File: src/ilct_defs.vh
/*
 * Constants for the instruction length and cycle timing block: class codes of
 * the decoded instruction subset, field widths and the reset state.
 * Assumes the fetch unit has already reduced each opcode to one class code.
 */
//
// Summary of operation
// - Accumulator rotates: one byte, one cycle
// - Accumulator with indirect memory: one byte, two cycles
// - Two-byte move forms take two cycles
// - Three-byte move forms take three cycles
// - Code memory reads: one byte, four cycles
// - External data moves: one byte, four cycles
// - Stack push and pop: two bytes, two cycles
// - Exchanges: register 1/1, indirect 1/2, direct 2/2
// - Carry ops 1/1, direct bit ops 2/2
// - Indirect jump: one byte, three cycles
// - Absolute call/jump 2/3, returns 1/4
`ifndef ILCT_DEFS_VH
`define ILCT_DEFS_VH

`define ILCT_CLS_W       6
`define ILCT_LEN_W       2
`define ILCT_CYC_W       3
`define ILCT_ST_IDLE     1'b0
`define ILCT_ST_EXEC     1'b1
`define ILCT_RST_READY   1'b1

`define ILCT_C_RLC       6'h00
`define ILCT_C_RR        6'h01
`define ILCT_C_RRC       6'h02
`define ILCT_C_MOV_A_BR  6'h03
`define ILCT_C_MOV_BR_A  6'h04
`define ILCT_C_MOV_A_IND 6'h05
`define ILCT_C_MOV_IND_A 6'h06
`define ILCT_C_MOV_A_DIR 6'h07
`define ILCT_C_MOV_A_IMM 6'h08
`define ILCT_C_MOV_BR_IM 6'h09
`define ILCT_C_MOV_DIR_A 6'h0a
`define ILCT_C_MOV_BR_DI 6'h0b
`define ILCT_C_MOV_DI_BR 6'h0c
`define ILCT_C_MOV_IND_I 6'h0d
`define ILCT_C_MOV_DI_IN 6'h0e
`define ILCT_C_MOV_IN_DI 6'h0f
`define ILCT_C_MOV_DI_DI 6'h10
`define ILCT_C_MOV_DI_IM 6'h11
`define ILCT_C_MOV_DP_IM 6'h12
`define ILCT_C_CODE_DP   6'h13
`define ILCT_C_CODE_PC   6'h14
`define ILCT_C_EXT_RD8   6'h15
`define ILCT_C_EXT_RD16  6'h16
`define ILCT_C_EXT_WR8   6'h17
`define ILCT_C_EXT_WR16  6'h18
`define ILCT_C_PUSH      6'h19
`define ILCT_C_POP       6'h1a
`define ILCT_C_XCH_BR    6'h1b
`define ILCT_C_XCH_IND   6'h1c
`define ILCT_C_NIB_XCH   6'h1d
`define ILCT_C_XCH_DIR   6'h1e
`define ILCT_C_CLR_C     6'h1f
`define ILCT_C_SET_C     6'h20
`define ILCT_C_CPL_C     6'h21
`define ILCT_C_CLR_BIT   6'h22
`define ILCT_C_SET_BIT   6'h23
`define ILCT_C_CPL_BIT   6'h24
`define ILCT_C_AND_C     6'h25
`define ILCT_C_AND_C_INV 6'h26
`define ILCT_C_OR_C      6'h27
`define ILCT_C_OR_C_INV  6'h28
`define ILCT_C_MOV_C_BIT 6'h29
`define ILCT_C_MOV_BIT_C 6'h2a
`define ILCT_C_JMP_IND   6'h2b
`define ILCT_C_ABS_CALL  6'h2c
`define ILCT_C_ABS_JMP   6'h2d
`define ILCT_C_SUB_RET   6'h2e
`define ILCT_C_INT_RET   6'h2f

`endif

File: src/ilct_timing.v
/*
 * Instruction length and cycle timing: looks up byte length and execution
 * cycle count of a decoded instruction class and holds off the next fetch
 * until that many core clock cycles have passed.
 * Assumes class_in and start_in come from the fetch unit on mclk_in.
 */
`timescale 1ns/1ps
`include "ilct_defs.vh"

module ilct_timing (
    input  wire                   mclk_in,
    input  wire                   rst_in,
    input  wire                   start_in,
    input  wire [`ILCT_CLS_W-1:0] class_in,
    output wire                   ready_out,
    output wire                   busy_out,
    output wire                   valid_out,
    output wire [`ILCT_LEN_W-1:0] len_out,
    output wire [`ILCT_CYC_W-1:0] cycles_out,
    output wire                   ext_out,
    output wire                   ext16_out,
    output wire                   done_out,
    output wire                   bad_out
);

    // ==========================================================
    // States
    localparam ST_IDLE = `ILCT_ST_IDLE;
    localparam ST_EXEC = `ILCT_ST_EXEC;

    // ==========================================================
    // Class lookup
    reg [`ILCT_LEN_W-1:0] lut_len;
    reg [`ILCT_CYC_W-1:0] lut_cyc;
    reg                   lut_known;
    reg                   lut_ext;
    reg                   lut_ext16;

    // Flags mark external moves and their address width
    always @* begin
        lut_len   = 2'd1;
        lut_cyc   = 3'd1;
        lut_known = 1'b1;
        lut_ext   = 1'b0;
        lut_ext16 = 1'b0;
        case (class_in)
            // Rotates
            `ILCT_C_RLC, `ILCT_C_RR, `ILCT_C_RRC: begin
                lut_len = 2'd1;
                lut_cyc = 3'd1;
            end
            // Data transfer
            `ILCT_C_MOV_A_BR, `ILCT_C_MOV_BR_A: begin
                lut_len = 2'd1;
                lut_cyc = 3'd1;
            end
            `ILCT_C_MOV_A_IND: begin
                lut_len = 2'd1;
                lut_cyc = 3'd2;
            end
            `ILCT_C_MOV_IND_A: begin
                lut_len = 2'd1;
                lut_cyc = 3'd2;
            end
            `ILCT_C_MOV_A_DIR: begin
                lut_len = 2'd2;
                lut_cyc = 3'd2;
            end
            `ILCT_C_MOV_A_IMM: begin
                lut_len = 2'd2;
                lut_cyc = 3'd2;
            end
            `ILCT_C_MOV_BR_IM: begin
                lut_len = 2'd2;
                lut_cyc = 3'd2;
            end
            `ILCT_C_MOV_DIR_A: begin
                lut_len = 2'd2;
                lut_cyc = 3'd2;
            end
            `ILCT_C_MOV_BR_DI, `ILCT_C_MOV_DI_BR: begin
                lut_len = 2'd2;
                lut_cyc = 3'd2;
            end
            `ILCT_C_MOV_IND_I: begin
                lut_len = 2'd2;
                lut_cyc = 3'd2;
            end
            `ILCT_C_MOV_DI_IN, `ILCT_C_MOV_IN_DI: begin
                lut_len = 2'd2;
                lut_cyc = 3'd2;
            end
            `ILCT_C_MOV_DI_DI: begin
                lut_len = 2'd3;
                lut_cyc = 3'd3;
            end
            `ILCT_C_MOV_DI_IM: begin
                lut_len = 2'd3;
                lut_cyc = 3'd3;
            end
            `ILCT_C_MOV_DP_IM: begin
                lut_len = 2'd3;
                lut_cyc = 3'd3;
            end
            // Code and external memory
            `ILCT_C_CODE_DP, `ILCT_C_CODE_PC: begin
                lut_len = 2'd1;
                lut_cyc = 3'd4;
            end
            `ILCT_C_EXT_RD8, `ILCT_C_EXT_WR8: begin
                lut_len   = 2'd1;
                lut_cyc   = 3'd4;
                lut_ext   = 1'b1;
                lut_ext16 = 1'b0;
            end
            `ILCT_C_EXT_RD16, `ILCT_C_EXT_WR16: begin
                lut_len   = 2'd1;
                lut_cyc   = 3'd4;
                lut_ext   = 1'b1;
                lut_ext16 = 1'b1;
            end
            // Stack and exchanges
            `ILCT_C_PUSH: begin
                lut_len = 2'd2;
                lut_cyc = 3'd2;
            end
            `ILCT_C_POP: begin
                lut_len = 2'd2;
                lut_cyc = 3'd2;
            end
            `ILCT_C_XCH_BR: begin
                lut_len = 2'd1;
                lut_cyc = 3'd1;
            end
            `ILCT_C_XCH_IND, `ILCT_C_NIB_XCH: begin
                lut_len = 2'd1;
                lut_cyc = 3'd2;
            end
            `ILCT_C_XCH_DIR: begin
                lut_len = 2'd2;
                lut_cyc = 3'd2;
            end
            // Boolean
            `ILCT_C_CLR_C, `ILCT_C_SET_C, `ILCT_C_CPL_C: begin
                lut_len = 2'd1;
                lut_cyc = 3'd1;
            end
            `ILCT_C_CLR_BIT, `ILCT_C_SET_BIT, `ILCT_C_CPL_BIT: begin
                lut_len = 2'd2;
                lut_cyc = 3'd2;
            end
            `ILCT_C_AND_C, `ILCT_C_AND_C_INV: begin
                lut_len = 2'd2;
                lut_cyc = 3'd2;
            end
            `ILCT_C_OR_C, `ILCT_C_OR_C_INV: begin
                lut_len = 2'd2;
                lut_cyc = 3'd2;
            end
            `ILCT_C_MOV_C_BIT, `ILCT_C_MOV_BIT_C: begin
                lut_len = 2'd2;
                lut_cyc = 3'd2;
            end
            // Branching
            `ILCT_C_JMP_IND: begin
                lut_len = 2'd1;
                lut_cyc = 3'd3;
            end
            `ILCT_C_ABS_CALL, `ILCT_C_ABS_JMP: begin
                lut_len = 2'd2;
                lut_cyc = 3'd3;
            end
            `ILCT_C_SUB_RET, `ILCT_C_INT_RET: begin
                lut_len = 2'd1;
                lut_cyc = 3'd4;
            end
            default: begin
                // Unknown class reports zero length and zero cycles
                lut_len   = 2'd0;
                lut_cyc   = 3'd0;
                lut_known = 1'b0;
            end
        endcase
    end

    // ==========================================================
    // Sequencer hold-off
    reg                   state_q;
    reg                   state_d;
    reg [`ILCT_CYC_W-1:0] cnt_q;
    reg [`ILCT_CYC_W-1:0] cnt_d;
    reg                   ready_q;
    reg                   ready_d;
    reg                   valid_q;
    reg                   valid_d;
    reg [`ILCT_LEN_W-1:0] len_q;
    reg [`ILCT_LEN_W-1:0] len_d;
    reg [`ILCT_CYC_W-1:0] cyc_q;
    reg [`ILCT_CYC_W-1:0] cyc_d;
    reg                   ext_q;
    reg                   ext_d;
    reg                   ext16_q;
    reg                   ext16_d;
    reg                   done_q;
    reg                   done_d;
    reg                   bad_q;
    reg                   bad_d;
    wire                  take_w;
    wire                  last_w;

    // Requests are only taken while idle with ready high
    assign take_w = start_in && ready_q && (state_q == ST_IDLE);
    assign last_w = (cnt_q == {`ILCT_CYC_W{1'b0}});

    always @* begin
        state_d = state_q;
        cnt_d   = cnt_q;
        ready_d = ready_q;
        valid_d = valid_q;
        len_d   = len_q;
        cyc_d   = cyc_q;
        ext_d   = ext_q;
        ext16_d = ext16_q;
        done_d  = 1'b0;
        bad_d   = 1'b0;
        case (state_q)
            ST_IDLE: begin
                if (take_w) begin
                    if (lut_known) begin
                        // Ready drops for exactly the listed cycle count
                        state_d = `ILCT_ST_EXEC;
                        cnt_d   = lut_cyc - 3'd1;
                        ready_d = 1'b0;
                        valid_d = 1'b1;
                        len_d   = lut_len;
                        cyc_d   = lut_cyc;
                        ext_d   = lut_ext;
                        ext16_d = lut_ext16;
                    end else begin
                        // Unknown class is refused; the fetch may go on
                        bad_d   = 1'b1;
                        valid_d = 1'b0;
                    end
                end
            end
            ST_EXEC: begin
                // Requests seen while busy are ignored
                if (last_w) begin
                    state_d = `ILCT_ST_IDLE;
                    ready_d = 1'b1;
                    done_d  = 1'b1;
                end else begin
                    cnt_d = cnt_q - 3'd1;
                end
            end
            default: begin
                state_d = ST_IDLE;
                ready_d = 1'b1;
            end
        endcase
    end

    // Synchronous reset leaves the block idle with ready high
    always @(posedge mclk_in) begin
        if (rst_in) begin
            state_q <= ST_IDLE;
            cnt_q   <= {`ILCT_CYC_W{1'b0}};
            ready_q <= `ILCT_RST_READY;
            valid_q <= 1'b0;
            len_q   <= {`ILCT_LEN_W{1'b0}};
            cyc_q   <= {`ILCT_CYC_W{1'b0}};
            ext_q   <= 1'b0;
            ext16_q <= 1'b0;
            done_q  <= 1'b0;
            bad_q   <= 1'b0;
        end else begin
            state_q <= state_d;
            cnt_q   <= cnt_d;
            ready_q <= ready_d;
            valid_q <= valid_d;
            len_q   <= len_d;
            cyc_q   <= cyc_d;
            ext_q   <= ext_d;
            ext16_q <= ext16_d;
            done_q  <= done_d;
            bad_q   <= bad_d;
        end
    end

    // ==========================================================
    // Outputs
    // Each output is driven straight from a flip-flop
    assign ready_out  = ready_q;
    assign busy_out   = state_q;
    assign valid_out  = valid_q;
    assign len_out    = len_q;
    assign cycles_out = cyc_q;
    assign ext_out    = ext_q;
    assign ext16_out  = ext16_q;
    assign done_out   = done_q;
    assign bad_out    = bad_q;

endmodule

File: config.mk
export PLATFORM = sky130hd
export DESIGN_NAME = ilct_timing
export DESIGN_NICKNAME = d
export VERILOG_FILES = /design/src/ilct_timing.v
export VERILOG_INCLUDE_DIRS = /design/src
export SDC_FILE = /design/constraint.sdc
export NUM_CORES = 1
export LEC_CHECK = 0
export BUFFER_PORTS_ARGS = -buffer_cell sky130_fd_sc_hd__buf_2
export CORE_ASPECT_RATIO = 0.75
export CORE_UTILIZATION = 53
export DETAILED_ROUTE_END_ITERATION = 12
export GPL_ROUTABILITY_DRIVEN = 0
export PLACE_DENSITY = 0.82
export REMOVE_ABC_BUFFERS = 1
export SETUP_SLACK_MARGIN = 0.05
export SLEW_MARGIN = 15
export SYNTH_ARGS = -nofsm -noshare
export SYNTH_HDL_FRONTEND = slang
export SYNTH_SLANG_ARGS = --single-unit
File: constraint.sdc
create_clock -name mclk_in -period 2.4 [get_ports mclk_in]
set_input_delay 0.24 -clock mclk_in [delete_from_list [all_inputs] [get_ports mclk_in]]
set_output_delay 0.24 -clock mclk_in [all_outputs]
set_load 0.005 [all_outputs]
Word level (Yosys, flattened, before mapping)
Cells that the tools add are included.
{ "word_totals": {"reg_bits": 15, "latch_bits": 0, "mem_bits_rw": 0, "mem_bits_ro": 0, "input_bits": 9, "out_inout_bits": 12, "word_cells": 104, "n_memories": 0} }
{ "classes": {"n_addsub": 2, "mul": 0, "n_div": 0, "magnitude_cmp": 0, "n_eq_ne": 51, "shift": 0, "n_mux": 19, "n_bitwise": 2, "reduce_logical": 20} }
{ "ops": {"columns": ["cell", "n"], "rows": [
  ["$eq A6 B5 Y1 const B", 16],
  ["$eq A6 B6 Y1 const B", 16],
  ["$eq A6 B4 Y1 const B", 8],
  ["$reduce_or A48 Y1", 1],
  ["$reduce_or A25 Y1", 1],
  ["$eq A6 B3 Y1 const B", 4],
  ["$reduce_or A23 Y1", 1],
  ["$reduce_or A22 Y1", 1],
  ["$eq A6 B2 Y1 const B", 2],
  ["$pmux W3 S4", 1],
  ["$mux W1", 11],
  ["$mux W3", 3],
  ["$reduce_and A3 Y1", 3],
  ["$reduce_or A9 Y1", 1],
  ["$reduce_or A8 Y1", 1],
  ["$eq A6 B1 Y1 const B", 1],
  ["$logic_not A6 Y1", 1],
  ["$ne A2 B2 Y1 const B", 3],
  ["$pmux W2 S3", 1],
  ["$pmux W3 S2", 1],
  ["$reduce_or A3 Y1", 2],
  ["$reduce_or A6 Y1", 1],
  ["$sub A3 B1 Y3 const B", 2],
  ["$pmux W1 S2", 2],
  ["other kinds (7)", 10]
]} }

Longest topological paths before layout
{ "logic_depth": {"ltp_word": 7, "mapped_depth": 11, "ltp_nobuf": 9} }

Least setup slack after synthesis
OpenSTA, ideal clock, no wires.
{ "synth_timing": {"path_kind": "input port to flip-flop", "from": "input class_in[0]", "to": "register cnt_q[2]", "setup_time_ns": 0.074, "t_arrival_ns": 1.809, "t_required_ns": 2.326, "path_slack_ns": 0.516, "cell_stages": 10, "n_path_buf": 1, "path_cell_list": "buf_2 -> nor4_1 -> a211oi_1 -> o2111ai_1 -> nor2_1 -> a21oi_1 -> ha_1 -> inv_1 -> or3_1 -> a31oi_1"} }
{ "synth_via": {"elab_chain_cells": 7, "word_cells_on_any_way": 61, "cone_classes": "add/sub (1); eq/ne (48); mux (5); reduce/logical (7)"} }
{ "synth_rtl": {"columns": ["item", "line", "text"], "rows": [
  ["start, declared", "ilct_timing.v:14", "input wire [`ILCT_CLS_W-1:0] class_in,"],
  ["$eq A6 B6 Y1 (tied with other cells)", "ilct_timing.v:46", "case (class_in)"],
  ["$reduce_or A25 Y1 (no source line) (tied with other cells)", null, null],
  ["$pmux W3 S4", "ilct_timing.v:46", null],
  ["$sub A3 B1 Y3", "ilct_timing.v:232", "cnt_d = lut_cyc - 3'd1;"],
  ["$mux W3", "ilct_timing.v:229", "if (lut_known) begin"],
  ["$mux W3", "ilct_timing.v:228", "if (take_w) begin"],
  ["$pmux W3 S2", "ilct_timing.v:226", "case (state_q)"],
  ["end signal, assigned", "ilct_timing.v:267", "cnt_q <= {`ILCT_CYC_W{1'b0}};"],
  ["end signal, assigned", "ilct_timing.v:278", "cnt_q <= cnt_d;"],
  ["end, declared", "ilct_timing.v:190", "reg [`ILCT_CYC_W-1:0] cnt_q;"]
]} }
Several ways; a longest one is shown, not always the timed one. The select of a mux whose other input is x is not followed.
A chain may end at the register's enable or synchronous reset.

Final worst setup path
{ "layout_timing": {"from": "input class_in[3]", "to": "register cnt_q[2]"} }
Same word-level chain as after synthesis.

==> impl_metrics.json <==
{
  "area_growth_pct": 8.25,
  "fmax_mhz": 524,
  "drv_slew": 0,
  "cp.arrival_ns": 2.13,
  "cts_tree": "done",
  "globalRoute.totalOverflow": 0,
  "multi_input_area_sq_um": 658,
  "fp.coreArea_sq_um": 1790,
  "placed_area_sq_um": 1100,
  "yosysTopAreaCell": "dfxtp_1",
  "vdd_drop_max_v": 0.000432,
  "hpwlAfterDp_mm": 1.54,
  "clk-insertion-delay-late_ns": 0.29,
  "ant_nets": 0,
  "io_pins": 21,
  "htreeDepth": 1,
  "status": "finished clean",
  "vias_per_cell": 6.03,
  "grtUsageTotal_pct": 23.6,
  "yosysWarningCount": 0,
  "die_w_microns": 53.3,
  "seqCellArea_sq_um": 300,
  "wire_per_inst_microns": 13.1,
  "drt_iter0_drc": 32,
  "postCtsHoldBufs": 0,
  "clock_skew_ns": 0.00744,
  "setup_viol": 0,
  "nNetsFinal": 158,
  "worstPathRequired_ns": 2.62,
  "synthTopCellsByCount": "dfxtp_1, nor2_1, nand2_1",
  "crit_type": "in2reg",
  "p_leak_nw": 0.436,
  "synth_edf_count": 0,
  "p_per_area_nw_per_um2": 537,
  "hold_class": "in2reg",
  "drv_cap": 0,
  "yosysMostFrequentCell": "dfxtp_1",
  "cts-root-buf": "clkbuf_4",
  "finalHoldViolations": 0,
  "drc_errors": 0,
  "critPathLaunchType": "primary input",
  "grt_start_max_net_pins": 20,
  "vias": 1019,
  "tightest_slew_ns": 0.592,
  "cts_setup_buffers": 0,
  "post_cts_resized": 0,
  "antenna_found_initial": 0,
  "nFillCells": 166,
  "initial_core_util_pct": 58.5,
  "synth_ff_type": "dfxtp_1",
  "antenna_cells": 0,
  "path_max_fanout": 17,
  "dieArea_sq_um": 2160,
  "crit_path_end_kind": "flop",
  "synth_top_area_share_pct": 28.7,
  "synth_seq_area_share_pct": 28.7,
  "ys_types": 47,
  "synth_area_leaders": "dfxtp_1, a21oi_1, nor2_1, nand2b_1, nand2_1",
  "relSlewSlack_pct": 60.6,
  "portBuffers": 20,
  "ys_async_sr_fraction_pct": 0,
  "cts_buffers": 3,
  "synth-seq-cells": 15,
  "die_h_microns": 40.5,
  "max-clock-path-buffers": 2,
  "fin_area_sq_um": 1130,
  "dr.pass1.iters": 4,
  "final_util_pct": 63.3,
  "grt_pass1_vias": 801,
  "fin_crit_sh_pct": 79.5,
  "cts_sinks": 15,
  "finalPower_w": 0.000608,
  "path_clk_slew_ns": 0.10,
  "syn_area_sq_um": 1050,
  "grt_pass1_wl_mm": 3.57,
  "drive_gt1_share_pct": 23.1,
  "syn_inst": 135,
  "wl_mm": 2.22,
  "fin_tns_setup_ns": 0,
  "period_minus_slack_ns": 1.91,
  "rows": 13,
  "fin_hold_ws_ns": 0.227,
  "rsz0062_at_grt": "no",
  "syn_avg_cell_area_sq_um": 7.75
}
[power by group]
part / leakage [nW] / total, W / switching (W) / internal (W)
Clock: 0.0177 / 0.000145 / 0.0000836 / 0.0000619
Sequential: 0.123 / 0.000290 / 0.0000215 / 0.000268
Combinational: 0.295 / 0.000173 / 0.0000992 / 0.0000741
Total: 0.436 / 0.000608 / 0.000204 / 0.000404
[final cells by class]
class,count,area share (%)
multi-input combinational,103,58.1
clock inverter,1,0.442
tap,22,2.43
inverter,5,1.66
clock buffer,3,1.99
timing repair buffer,20,8.84
sequential,15,26.5
[layout by cell type (no fill, tap or decap), types with 2 or more instances in the layout]
cell type / instances
dfxtp_1: 15
buf_2: 20
a211oi_1: 3
nand3_1: 2
a221oi_1: 2
o21ai_0: 8
or3_1: 2
nor3_1: 4
clkbuf_4: 3
nand2_1: 13
a21oi_1: 11
o32ai_1: 2
nor2_1: 14
inv_1: 5
a21oi_2: 2
a31oi_1: 2
o22ai_1: 2
nand2b_1: 8
a22oi_1: 2
[metal layers]
layer  GRT usage (%)  share of wire [%]
met5               0                  0
met4            7.24               0.63
met3            7.95                5.4
met2            34.7                 45
met1            32.1                 49
[logic make-up after synthesis]
logic type	synth area share (%)
AO/OA/AOI/OAI	33.6
adder cells (fa/ha/maj)	1.20
buffers and inverters	8.37
flip-flops	28.7
multiplexers	0.957
AND/OR/NAND/NOR	27.2
[state kept, by name, indices dropped and copies added (netlist names)]
name,count
cycles_out,3
busy_out,1
ready_out,1
valid_out,1
ext_out,1
len_out,2
cnt_q,3
bad_out,1
ext16_out,1
done_out,1
[through the flow]
stage          instances  setup WS (ns)
2_1_floorplan        123          0.671
3_3_place_gp         165          0.338
4_1_cts              169          0.509
3_5_place_dp         165          0.205
6_report             169          0.492
5_1_grt              169          0.237
[critical path, cell delays in order]
cell and delay (ns):
buf_2 0.26, nor4bb_1 0.31, a211oi_1 0.07, o2111ai_1 0.26
nor2_1 0.08, a21oi_1 0.15, ha_1 0.21, inv_1 0.06
or3_1 0.34, a31oi_1 0.16
[worst paths after layout]
kind,start,to,slack [ns],cells after the start
max,class_in[3],cnt_q[2],0.49,10
max reg2reg,busy_out,len_out[0],0.55,5
min reg2reg,cycles_out[2],cycles_out[2],0.46,2
min,start_in,bad_out,0.23,3
No activity file was read; power rests on OpenSTA's default activity.
